## src/rtl/hdssp_pkg.sv

```systemverilog
/*
 * constants for the half-duplex sensor serial port: framing widths,
 * configuration register layout and timing counts at the 100 MHz core clock.
 * assumes the core clock is 100 MHz and free running.
 */
`default_nettype none

package hdssp_pkg;
    // ---------------------------------------------------------------
    // clock and framing
    // ---------------------------------------------------------------
    localparam int          CLK_PERIOD_NS     = 10;
    localparam int          BITS_PER_XFER     = 16;
    localparam logic [4:0]  LAST_BIT_CNT      = 5'h0F;
    localparam logic [4:0]  ADDR_DONE_CNT     = 5'h08;
    localparam logic [4:0]  DATA_LAST_CNT     = 5'h0F;
    localparam int          ADDR_W            = 7;
    localparam int          DATA_W            = 8;

    // ---------------------------------------------------------------
    // timing
    // ---------------------------------------------------------------
    localparam int          TIMEOUT_MS        = 90;
    localparam int          TIMEOUT_CYC_DEF   = TIMEOUT_MS * 1000000 / CLK_PERIOD_NS;
    localparam int          RELEASE_NS        = 160;
    localparam int          RELEASE_CYC       = RELEASE_NS / CLK_PERIOD_NS;
    localparam int          SETTLE_FRAMES     = 3;
    localparam int          FRAME_CYC_DEF     = 50000;

    // ---------------------------------------------------------------
    // configuration register
    // ---------------------------------------------------------------
    localparam logic [6:0]  CFG_ADDR          = 7'h00;
    localparam logic [6:0]  STATUS3_ADDR      = 7'h41;
    localparam logic [7:0]  CFG_RESET_VAL     = 8'h00;
    localparam int          CFG_RST_BIT       = 7;
    localparam int          CFG_PWRDN_BIT     = 6;
    localparam logic [7:0]  CFG_PWRDN_MASK    = 8'h40;
    localparam logic [7:0]  ZERO_BYTE         = 8'h00;

    // states, gray along idle -> address -> data
    typedef enum logic [1:0] {
        ST_IDLE = 2'b00,
        ST_ADDR = 2'b01,
        ST_DATA = 2'b11,
        ST_HOLD = 2'b10
    } hdssp_state_e;
endpackage : hdssp_pkg

`default_nettype wire

```

## src/rtl/hdssp_port.sv

```systemverilog
/*
 * device end of the two-wire half-duplex serial port: framing, turnaround,
 * transaction timeout, invalid-address handling and soft reset.
 * assumes the master clocks the link far slower than the core clock; all
 * pins are synchronised here. status byte id value is a plain parameter.
 */
`timescale 1ns/100ps
`default_nettype none

module hdssp_port #(
    parameter int         TIMEOUT_CYC = hdssp_pkg::TIMEOUT_CYC_DEF,
    parameter int         FRAME_CYC   = hdssp_pkg::FRAME_CYC_DEF,
    parameter logic [7:0] STATUS_ID   = 8'h5A  // arbitrary identity value
) (
    input  wire logic       i_clk,
    input  wire logic       i_reset_n,
    input  wire logic       i_sclk,
    input  wire logic       i_sdio,
    output logic            o_sdio,
    output logic            o_sdio_oe_n,
    output logic [7:0]      o_config,
    output logic            o_power_down_bit,
    output logic            o_analog_valid
);
    // ---------------------------------------------------------------
    // pin synchronisers and edge detection
    // ---------------------------------------------------------------
    logic [1:0] sclk_sync_ff;
    logic [1:0] sdio_sync_ff;
    logic       sclk_prev_ff;
    logic       rise;
    logic       fall;

    // two flops per pin; only the second stage feeds logic
    always_ff @(posedge i_clk or negedge i_reset_n) begin
        if (!i_reset_n) begin
            sclk_sync_ff <= 2'h3;
            sdio_sync_ff <= 2'h0;
            sclk_prev_ff <= 1'b1;
        end else begin
            sclk_sync_ff <= {sclk_sync_ff[0], i_sclk};
            sdio_sync_ff <= {sdio_sync_ff[0], i_sdio};
            sclk_prev_ff <= sclk_sync_ff[1];
        end
    end

    assign rise = sclk_sync_ff[1] & ~sclk_prev_ff;
    assign fall = ~sclk_sync_ff[1] & sclk_prev_ff;

    // ---------------------------------------------------------------
    // framing state
    // ---------------------------------------------------------------
    hdssp_pkg::hdssp_state_e state_ff;
    logic [4:0]  bit_cnt_ff;
    logic [7:0]  shift_ff;
    logic        dir_write_ff;
    logic [6:0]  addr_ff;
    logic [31:0] tmo_cnt_ff;
    logic        timeout;
    logic        wr_done;
    logic [7:0]  wr_byte;
    logic        soft_rst_ff;

    // timeout is frozen while powered down; a partial command then hangs
    assign timeout = (state_ff != hdssp_pkg::ST_IDLE) && (state_ff != hdssp_pkg::ST_HOLD)
                     && !o_power_down_bit
                     && (tmo_cnt_ff >= 32'(TIMEOUT_CYC));
    assign wr_byte = {shift_ff[6:0], sdio_sync_ff[1]};
    assign wr_done = rise && (state_ff == hdssp_pkg::ST_DATA) && dir_write_ff
                     && (bit_cnt_ff == hdssp_pkg::DATA_LAST_CNT);

    // bit counter and state; the master alone starts a transaction
    always_ff @(posedge i_clk or negedge i_reset_n) begin
        if (!i_reset_n) begin
            state_ff     <= hdssp_pkg::ST_IDLE;
            bit_cnt_ff   <= 5'h00;
            shift_ff     <= 8'h00;
            dir_write_ff <= 1'b0;
            addr_ff      <= 7'h00;
        end else if (timeout || soft_rst_ff) begin
            state_ff   <= hdssp_pkg::ST_IDLE;
            bit_cnt_ff <= 5'h00;
        end else begin
            case (state_ff)
                hdssp_pkg::ST_IDLE, hdssp_pkg::ST_HOLD: begin
                    if (rise) begin
                        dir_write_ff <= sdio_sync_ff[1];
                        bit_cnt_ff   <= 5'h01;
                        state_ff     <= hdssp_pkg::ST_ADDR;
                    end else if (fall && state_ff == hdssp_pkg::ST_HOLD) begin
                        state_ff <= hdssp_pkg::ST_IDLE;
                    end
                end
                hdssp_pkg::ST_ADDR: begin
                    if (rise) begin
                        shift_ff   <= wr_byte;
                        bit_cnt_ff <= bit_cnt_ff + 5'h01;
                        if (bit_cnt_ff == hdssp_pkg::ADDR_DONE_CNT - 5'h01) begin
                            addr_ff  <= wr_byte[6:0];
                            state_ff <= hdssp_pkg::ST_DATA;
                        end
                    end
                end
                hdssp_pkg::ST_DATA: begin
                    if (rise) begin
                        shift_ff   <= wr_byte;
                        bit_cnt_ff <= bit_cnt_ff + 5'h01;
                        if (bit_cnt_ff == hdssp_pkg::DATA_LAST_CNT) begin
                            bit_cnt_ff <= 5'h00;
                            state_ff   <= dir_write_ff ? hdssp_pkg::ST_IDLE
                                                       : hdssp_pkg::ST_HOLD;
                        end
                    end
                end
                default: state_ff <= hdssp_pkg::ST_IDLE;
            endcase
        end
    end

    // transaction timer, runs from the first rising clock edge of a transaction
    always_ff @(posedge i_clk or negedge i_reset_n) begin
        if (!i_reset_n) begin
            tmo_cnt_ff <= 32'h0;
        end else if (state_ff == hdssp_pkg::ST_IDLE || state_ff == hdssp_pkg::ST_HOLD) begin
            tmo_cnt_ff <= 32'h0;
        end else if (!o_power_down_bit && !timeout) begin
            tmo_cnt_ff <= tmo_cnt_ff + 32'h1;
        end
    end

    // ---------------------------------------------------------------
    // configuration register and soft reset
    // ---------------------------------------------------------------
    // soft reset applies the written byte, then clears the reset bit itself
    always_ff @(posedge i_clk or negedge i_reset_n) begin
        if (!i_reset_n) begin
            o_config         <= hdssp_pkg::CFG_RESET_VAL;
            o_power_down_bit <= 1'b0;
            soft_rst_ff      <= 1'b0;
        end else begin
            soft_rst_ff <= 1'b0;
            if (soft_rst_ff) begin
                o_config[hdssp_pkg::CFG_RST_BIT] <= 1'b0;
            end
            if (wr_done && addr_ff == hdssp_pkg::CFG_ADDR) begin
                if (o_power_down_bit) begin
                    o_config <= (o_config & ~hdssp_pkg::CFG_PWRDN_MASK)
                                | (wr_byte & hdssp_pkg::CFG_PWRDN_MASK);
                end else begin
                    o_config    <= wr_byte;
                    soft_rst_ff <= wr_byte[hdssp_pkg::CFG_RST_BIT];
                end
                o_power_down_bit <= wr_byte[hdssp_pkg::CFG_PWRDN_BIT];
            end
        end
    end

    // ---------------------------------------------------------------
    // read data and pin drive
    // ---------------------------------------------------------------
    logic [7:0] rd_byte;
    logic [7:0] rd_shift_ff;

    // only the config and status bytes exist here; others read zero
    // decoded from the address as it lands: addr_ff loads on that same edge
    always_comb begin
        if (wr_byte[6:0] == hdssp_pkg::CFG_ADDR) begin
            rd_byte = o_config;
        end else if (wr_byte[6:0] == hdssp_pkg::STATUS3_ADDR) begin
            rd_byte = STATUS_ID;
        end else begin
            rd_byte = hdssp_pkg::ZERO_BYTE;
        end
    end

    // device drives from the rising edge that ends the address, changes on falls
    always_ff @(posedge i_clk or negedge i_reset_n) begin
        if (!i_reset_n) begin
            rd_shift_ff <= 8'h00;
            o_sdio      <= 1'b0;
            o_sdio_oe_n <= 1'b1;
        end else if (timeout || soft_rst_ff) begin
            o_sdio_oe_n <= 1'b1;
        end else if (rise && state_ff == hdssp_pkg::ST_ADDR
                     && bit_cnt_ff == hdssp_pkg::ADDR_DONE_CNT - 5'h01 && !dir_write_ff) begin
            rd_shift_ff <= rd_byte;
            o_sdio      <= rd_byte[7];
            o_sdio_oe_n <= 1'b0;
        end else if (fall && state_ff == hdssp_pkg::ST_DATA && !dir_write_ff
                     && bit_cnt_ff != hdssp_pkg::ADDR_DONE_CNT) begin
            rd_shift_ff <= {rd_shift_ff[6:0], 1'b0};
            o_sdio      <= rd_shift_ff[6];
        end else if (fall && state_ff == hdssp_pkg::ST_HOLD) begin
            o_sdio_oe_n <= 1'b1;
        end
    end

    // ---------------------------------------------------------------
    // analog settle after soft reset
    // ---------------------------------------------------------------
    logic [31:0] settle_cnt_ff;

    always_ff @(posedge i_clk or negedge i_reset_n) begin
        if (!i_reset_n) begin
            settle_cnt_ff  <= 32'h0;
            o_analog_valid <= 1'b0;
        end else if (soft_rst_ff) begin
            settle_cnt_ff  <= 32'h0;
            o_analog_valid <= 1'b0;
        end else if (settle_cnt_ff < 32'(FRAME_CYC * hdssp_pkg::SETTLE_FRAMES)) begin
            settle_cnt_ff <= settle_cnt_ff + 32'h1;
        end else begin
            o_analog_valid <= 1'b1;
        end
    end
endmodule : hdssp_port

`default_nettype wire

```

## config.mk

```make
export PLATFORM = sky130hd
export DESIGN_NAME = hdssp_port
export DESIGN_NICKNAME = d
export VERILOG_FILES = /design/src/rtl/hdssp_pkg.sv /design/src/rtl/hdssp_port.sv
export SDC_FILE = /design/constraint.sdc
export NUM_CORES = 1
export LEC_CHECK = 0
export BUFFER_PORTS_ARGS = -buffer_cell sky130_fd_sc_hd__buf_2
export CORE_ASPECT_RATIO = 0.7
export CORE_MARGIN = 2
export CORE_UTILIZATION = 50
export DETAILED_ROUTE_END_ITERATION = 8
export GPL_TIMING_DRIVEN = 0
export PLACE_DENSITY = 0.64
export SLEW_MARGIN = 20
export SYNTH_ARGS = -nofsm -noshare
export SYNTH_HDL_FRONTEND = slang
export SYNTH_SLANG_ARGS = --single-unit
```

## constraint.sdc

```tcl
create_clock -name i_clk -period 3.2 [get_ports i_clk]
set_clock_uncertainty 0.2 [all_clocks]
set_input_delay 0.32 -clock i_clk [delete_from_list [all_inputs] [get_ports i_clk]]
set_output_delay 0.32 -clock i_clk [all_outputs]
set_load 0.02 [all_outputs]
```

==> impl_metrics.yaml <==
critical_path:
  path_buf_inv: 1
  endpoint_kind: "flop"
  crit_slowest_cell: "or4b_2"
  cp_num_cells: 8
  crit_fanout: 8
  path_cells: "ha_2, nand3_1, inv_1, ha_1, or4b_2, or4_4, nor2_4, mux2_2"
  critPathMaxStageDelay_ns: 0.60
  crit_family: "simple AND/OR/NAND/NOR gates"
  cp-start-kind: "flop"
  reg2reg_slack_ns: 0.15
  reg2reg_from: "bit_cnt_ff[0]$_DFFE_PN0P_"
  arrival_ns: 3.08
  r2r-end: "o_config[4]$_DFFE_PN0P_"
  crit_type: "flop to flop"
  r2r_cells: 8
  cp.required_ns: 3.23
placement:
  dpl.hpwl_mm: 8.08
  place_congestion: 0.866
  port_buffers: 15
final_layout:
  drive_above_1_share_pct: 16.4
  diodes: 0
  fillers: 877
  ff_latch_area_mm2: 0.00276
  postLayoutCoreUtil_pct: 57.3
  fin_nets: 549
  final_cell_mix: "dfrtp_1 (106), nand2_1 (41), a21oi_1 (36)"
  mostFrequentLayoutCell: "dfrtp_1"
  area_growth_pct: 11.6
  multiInputGateArea_mm2: 0.00243
synth:
  yosys_warnings: 0
  ys_types: 58
  syn_area_per_cell_um2: 10.5
  synthArstFlopShare_pct: 100
  synth-edff-count: 0
  syn_inst: 507
  synth-seq-cells: 110
  syn-cell-area_mm2: 0.00532
  syn-num-nets: 518
  yosys_most_used_dff: "dfrtp_1"
  ys_seq_area_share_pct: 51.9
cts:
  tritoncts: "built"
  cts_inserted_buffers: 9
  cts_htree_levels: 3
  path_clk_slew_ns: 0.08
  insertion_delay_ns: 0.34
  cts_root_buf: "clkbuf_16"
  cts_num_sinks: 110
  cts_buffer_depth: 2
timing:
  max_slew_margin_pct: 34.9
  finalSetupTns_ns: 0
  fin_crit_ns: 3.05
  finalCritPeriodShare_pct: 95.3
  worst_pin_slew_ns: 0.970
  finalSetupViolations: 0
  slew_violations: 0
  rsz0062_at_grt: "false"
  hold_violations: 0
  fmax_ghz: 0.328
detailed_routing:
  drt_iter0_drc: 335
  wl_mm: 11.4
  ant_nets: 0
  firstDrtPassIters: 5
  vias_per_cell: 5.97
  drc_errors: 0
  num_vias: 4033
  post_drt_wl_per_cell_um: 16.9
power_and_ir_drop:
  p_int_mw: 2.45
  total_power_mw: 3.53
  combPwrFrac_pct: 18.8
  clkPwrFrac_pct: 29.9
  pwr-share-seq_pct: 51.3
  swShare_pct: 30.6
  power_density_mw_per_mm2: 596
  cellLeakagePower_nw: 2.62
  power_switching_mw: 1.08
  vdd_drop_max_mv: 0.348
global_route:
  grt_pass1_vias: 3845
  use_met2_pct: 30.4
  gr-usage-met1_pct: 33.5
  grt_pass1_wl_mm: 19.8
  met3_usage_pct: 4.44
  grt_max_degree: 61
  antenna_found_initial: 0
  grt_usage_pct: 21.3
  overflow: 0
  top_usage_layer: "met1"
worst_hold_path:
  min_to: "sdio_sync_ff[1]$_DFF_PN0_"
  holdCritPathClass: "flop to flop"
  hold-path-cell-count: 0
  min-delay-start: "sdio_sync_ff[0]$_DFF_PN0_"
floorplanning:
  start_util_pct: 51.3
  die_area_mm2: 0.0115
  io_pins: 16
  die_width_um: 127
  coreArea_mm2: 0.0104
  fp.dieH_um: 90.3
  std_cell_rows: 31
status:
  outcome: "finished clean"
flow_run:
  max_cap_viol_count: 0
-- stage by stage --
| stage | hold slack, ns | instances | cell area [um^2] | setup slack [ns] |
|---|---|---|---|---|
| finish | 0.159 | 675 | 5930 | 0.149 |
| global route | 0.166 | 675 | 5930 | 0.000272 |
| CTS | 0.161 | 674 | 5910 | 0.0443 |
| detailed placement | 0.110 | 655 | 5590 | -0.0411 |
| global placement | 0.139 | 654 | 5560 | 0.0365 |
| floorplan | -0.176 | 507 | 5320 | 0.328 |
-- layout make-up --
cell class,count,area share (%)
Sequential cell,110,46.5
Clock inverter,7,0.907
Buffer,20,1.37
Inverter,18,1.14
Timing Repair Buffer,20,2.47
Clock buffer,9,3.80
Multi-Input combinational cell,359,41.0
Tap cell,132,2.78
-- timing repair --
item                       in CTS  in global routing
hold endpoints to repair       52                  0
setup endpoints to repair       6                 14
pin swaps                       0                  1
buffers inserted                0                  1
hold buffers                    3                  0
resized for setup               1                  3
-- synth_stat cells, drive strengths merged (15+ instances only) --
master	instances	area, um^2
dfrtp	106	2650
nand2	41	154
a21oi	36	180
nor2	34	130
mux2	32	360
nand3	20	100
nor2b	19	119
o21ai	18	93.8
inv	17	63.8
or3	16	100
clkbuf	15	56.3
nor4	15	100
or4	15	120
-- registers in the layout, summed over array words and instances, names as in the netlist --
name and count:
sdio_sync_ff 2, o_analog_valid 1, addr_ff 7, dir_write_ff 1, settle_cnt_ff 32, tmo_cnt_ff 32
shift_ff 7, sclk_prev_ff 1, sclk_sync_ff 2, o_config 8, o_sdio_oe_n 1, o_sdio 1
rd_shift_ff 7, bit_cnt_ff 5, soft_rst_ff 1, state_ff 2
-- routing by layer --
layer / vias up / wire length, um
met2: 76 / 5010
met1: 2018 / 5970
met5: - / 0
li1: 1935 / -
met4: 0 / 22
met3: 4 / 399
-- power groups by stage --
stage          Clock [mW]  Combinational [mW]  Sequential (mW)
5_1_grt              1.16               0.761             1.85
4_1_cts              1.09               0.663             1.81
3_5_place_dp            0               0.657             1.84
2_1_floorplan           0               0.477             1.79
3_3_place_gp            0               0.626             1.83
6_report             1.06               0.664             1.81
-- worst max-delay path by stage --
stage	start	to	slack, ns
2_1_floorplan	bit_cnt_ff[0]$_DFFE_PN0P_	o_config[0]$_DFFE_PN0P_	0.33
3_3_place_gp	bit_cnt_ff[0]$_DFFE_PN0P_	o_config[0]$_DFFE_PN0P_	0.04
3_5_place_dp	bit_cnt_ff[0]$_DFFE_PN0P_	o_config[3]$_DFFE_PN0P_	-0.04
4_1_cts	bit_cnt_ff[0]$_DFFE_PN0P_	o_config[3]$_DFFE_PN0P_	0.04
5_1_grt	bit_cnt_ff[0]$_DFFE_PN0P_	o_config[0]$_DFFE_PN0P_	0.0003
6_report	bit_cnt_ff[0]$_DFFE_PN0P_	o_config[4]$_DFFE_PN0P_	0.15
-- cell families after synthesis --
family / Yosys count / synth area share, %
multiplexers: 38 / 7.91
flip-flops: 110 / 51.9
buffers and inverters: 38 / 2.80
XOR/XNOR: 6 / 0.988
AND/OR/NAND/NOR: 206 / 21.8
adder cells (fa/ha/maj): 7 / 1.65
AO/OA/AOI/OAI: 102 / 13.0
-- worst register-to-register path: cells and delay by family (launching register included) --
family,cells,cell delay [ns]
simple gates,4,1.45
fa+ha+maj,2,0.44
flops,1,0.40
mux,1,0.37
buf+inv,1,0.08
Note: power is estimated with default switching activity, not from simulation.
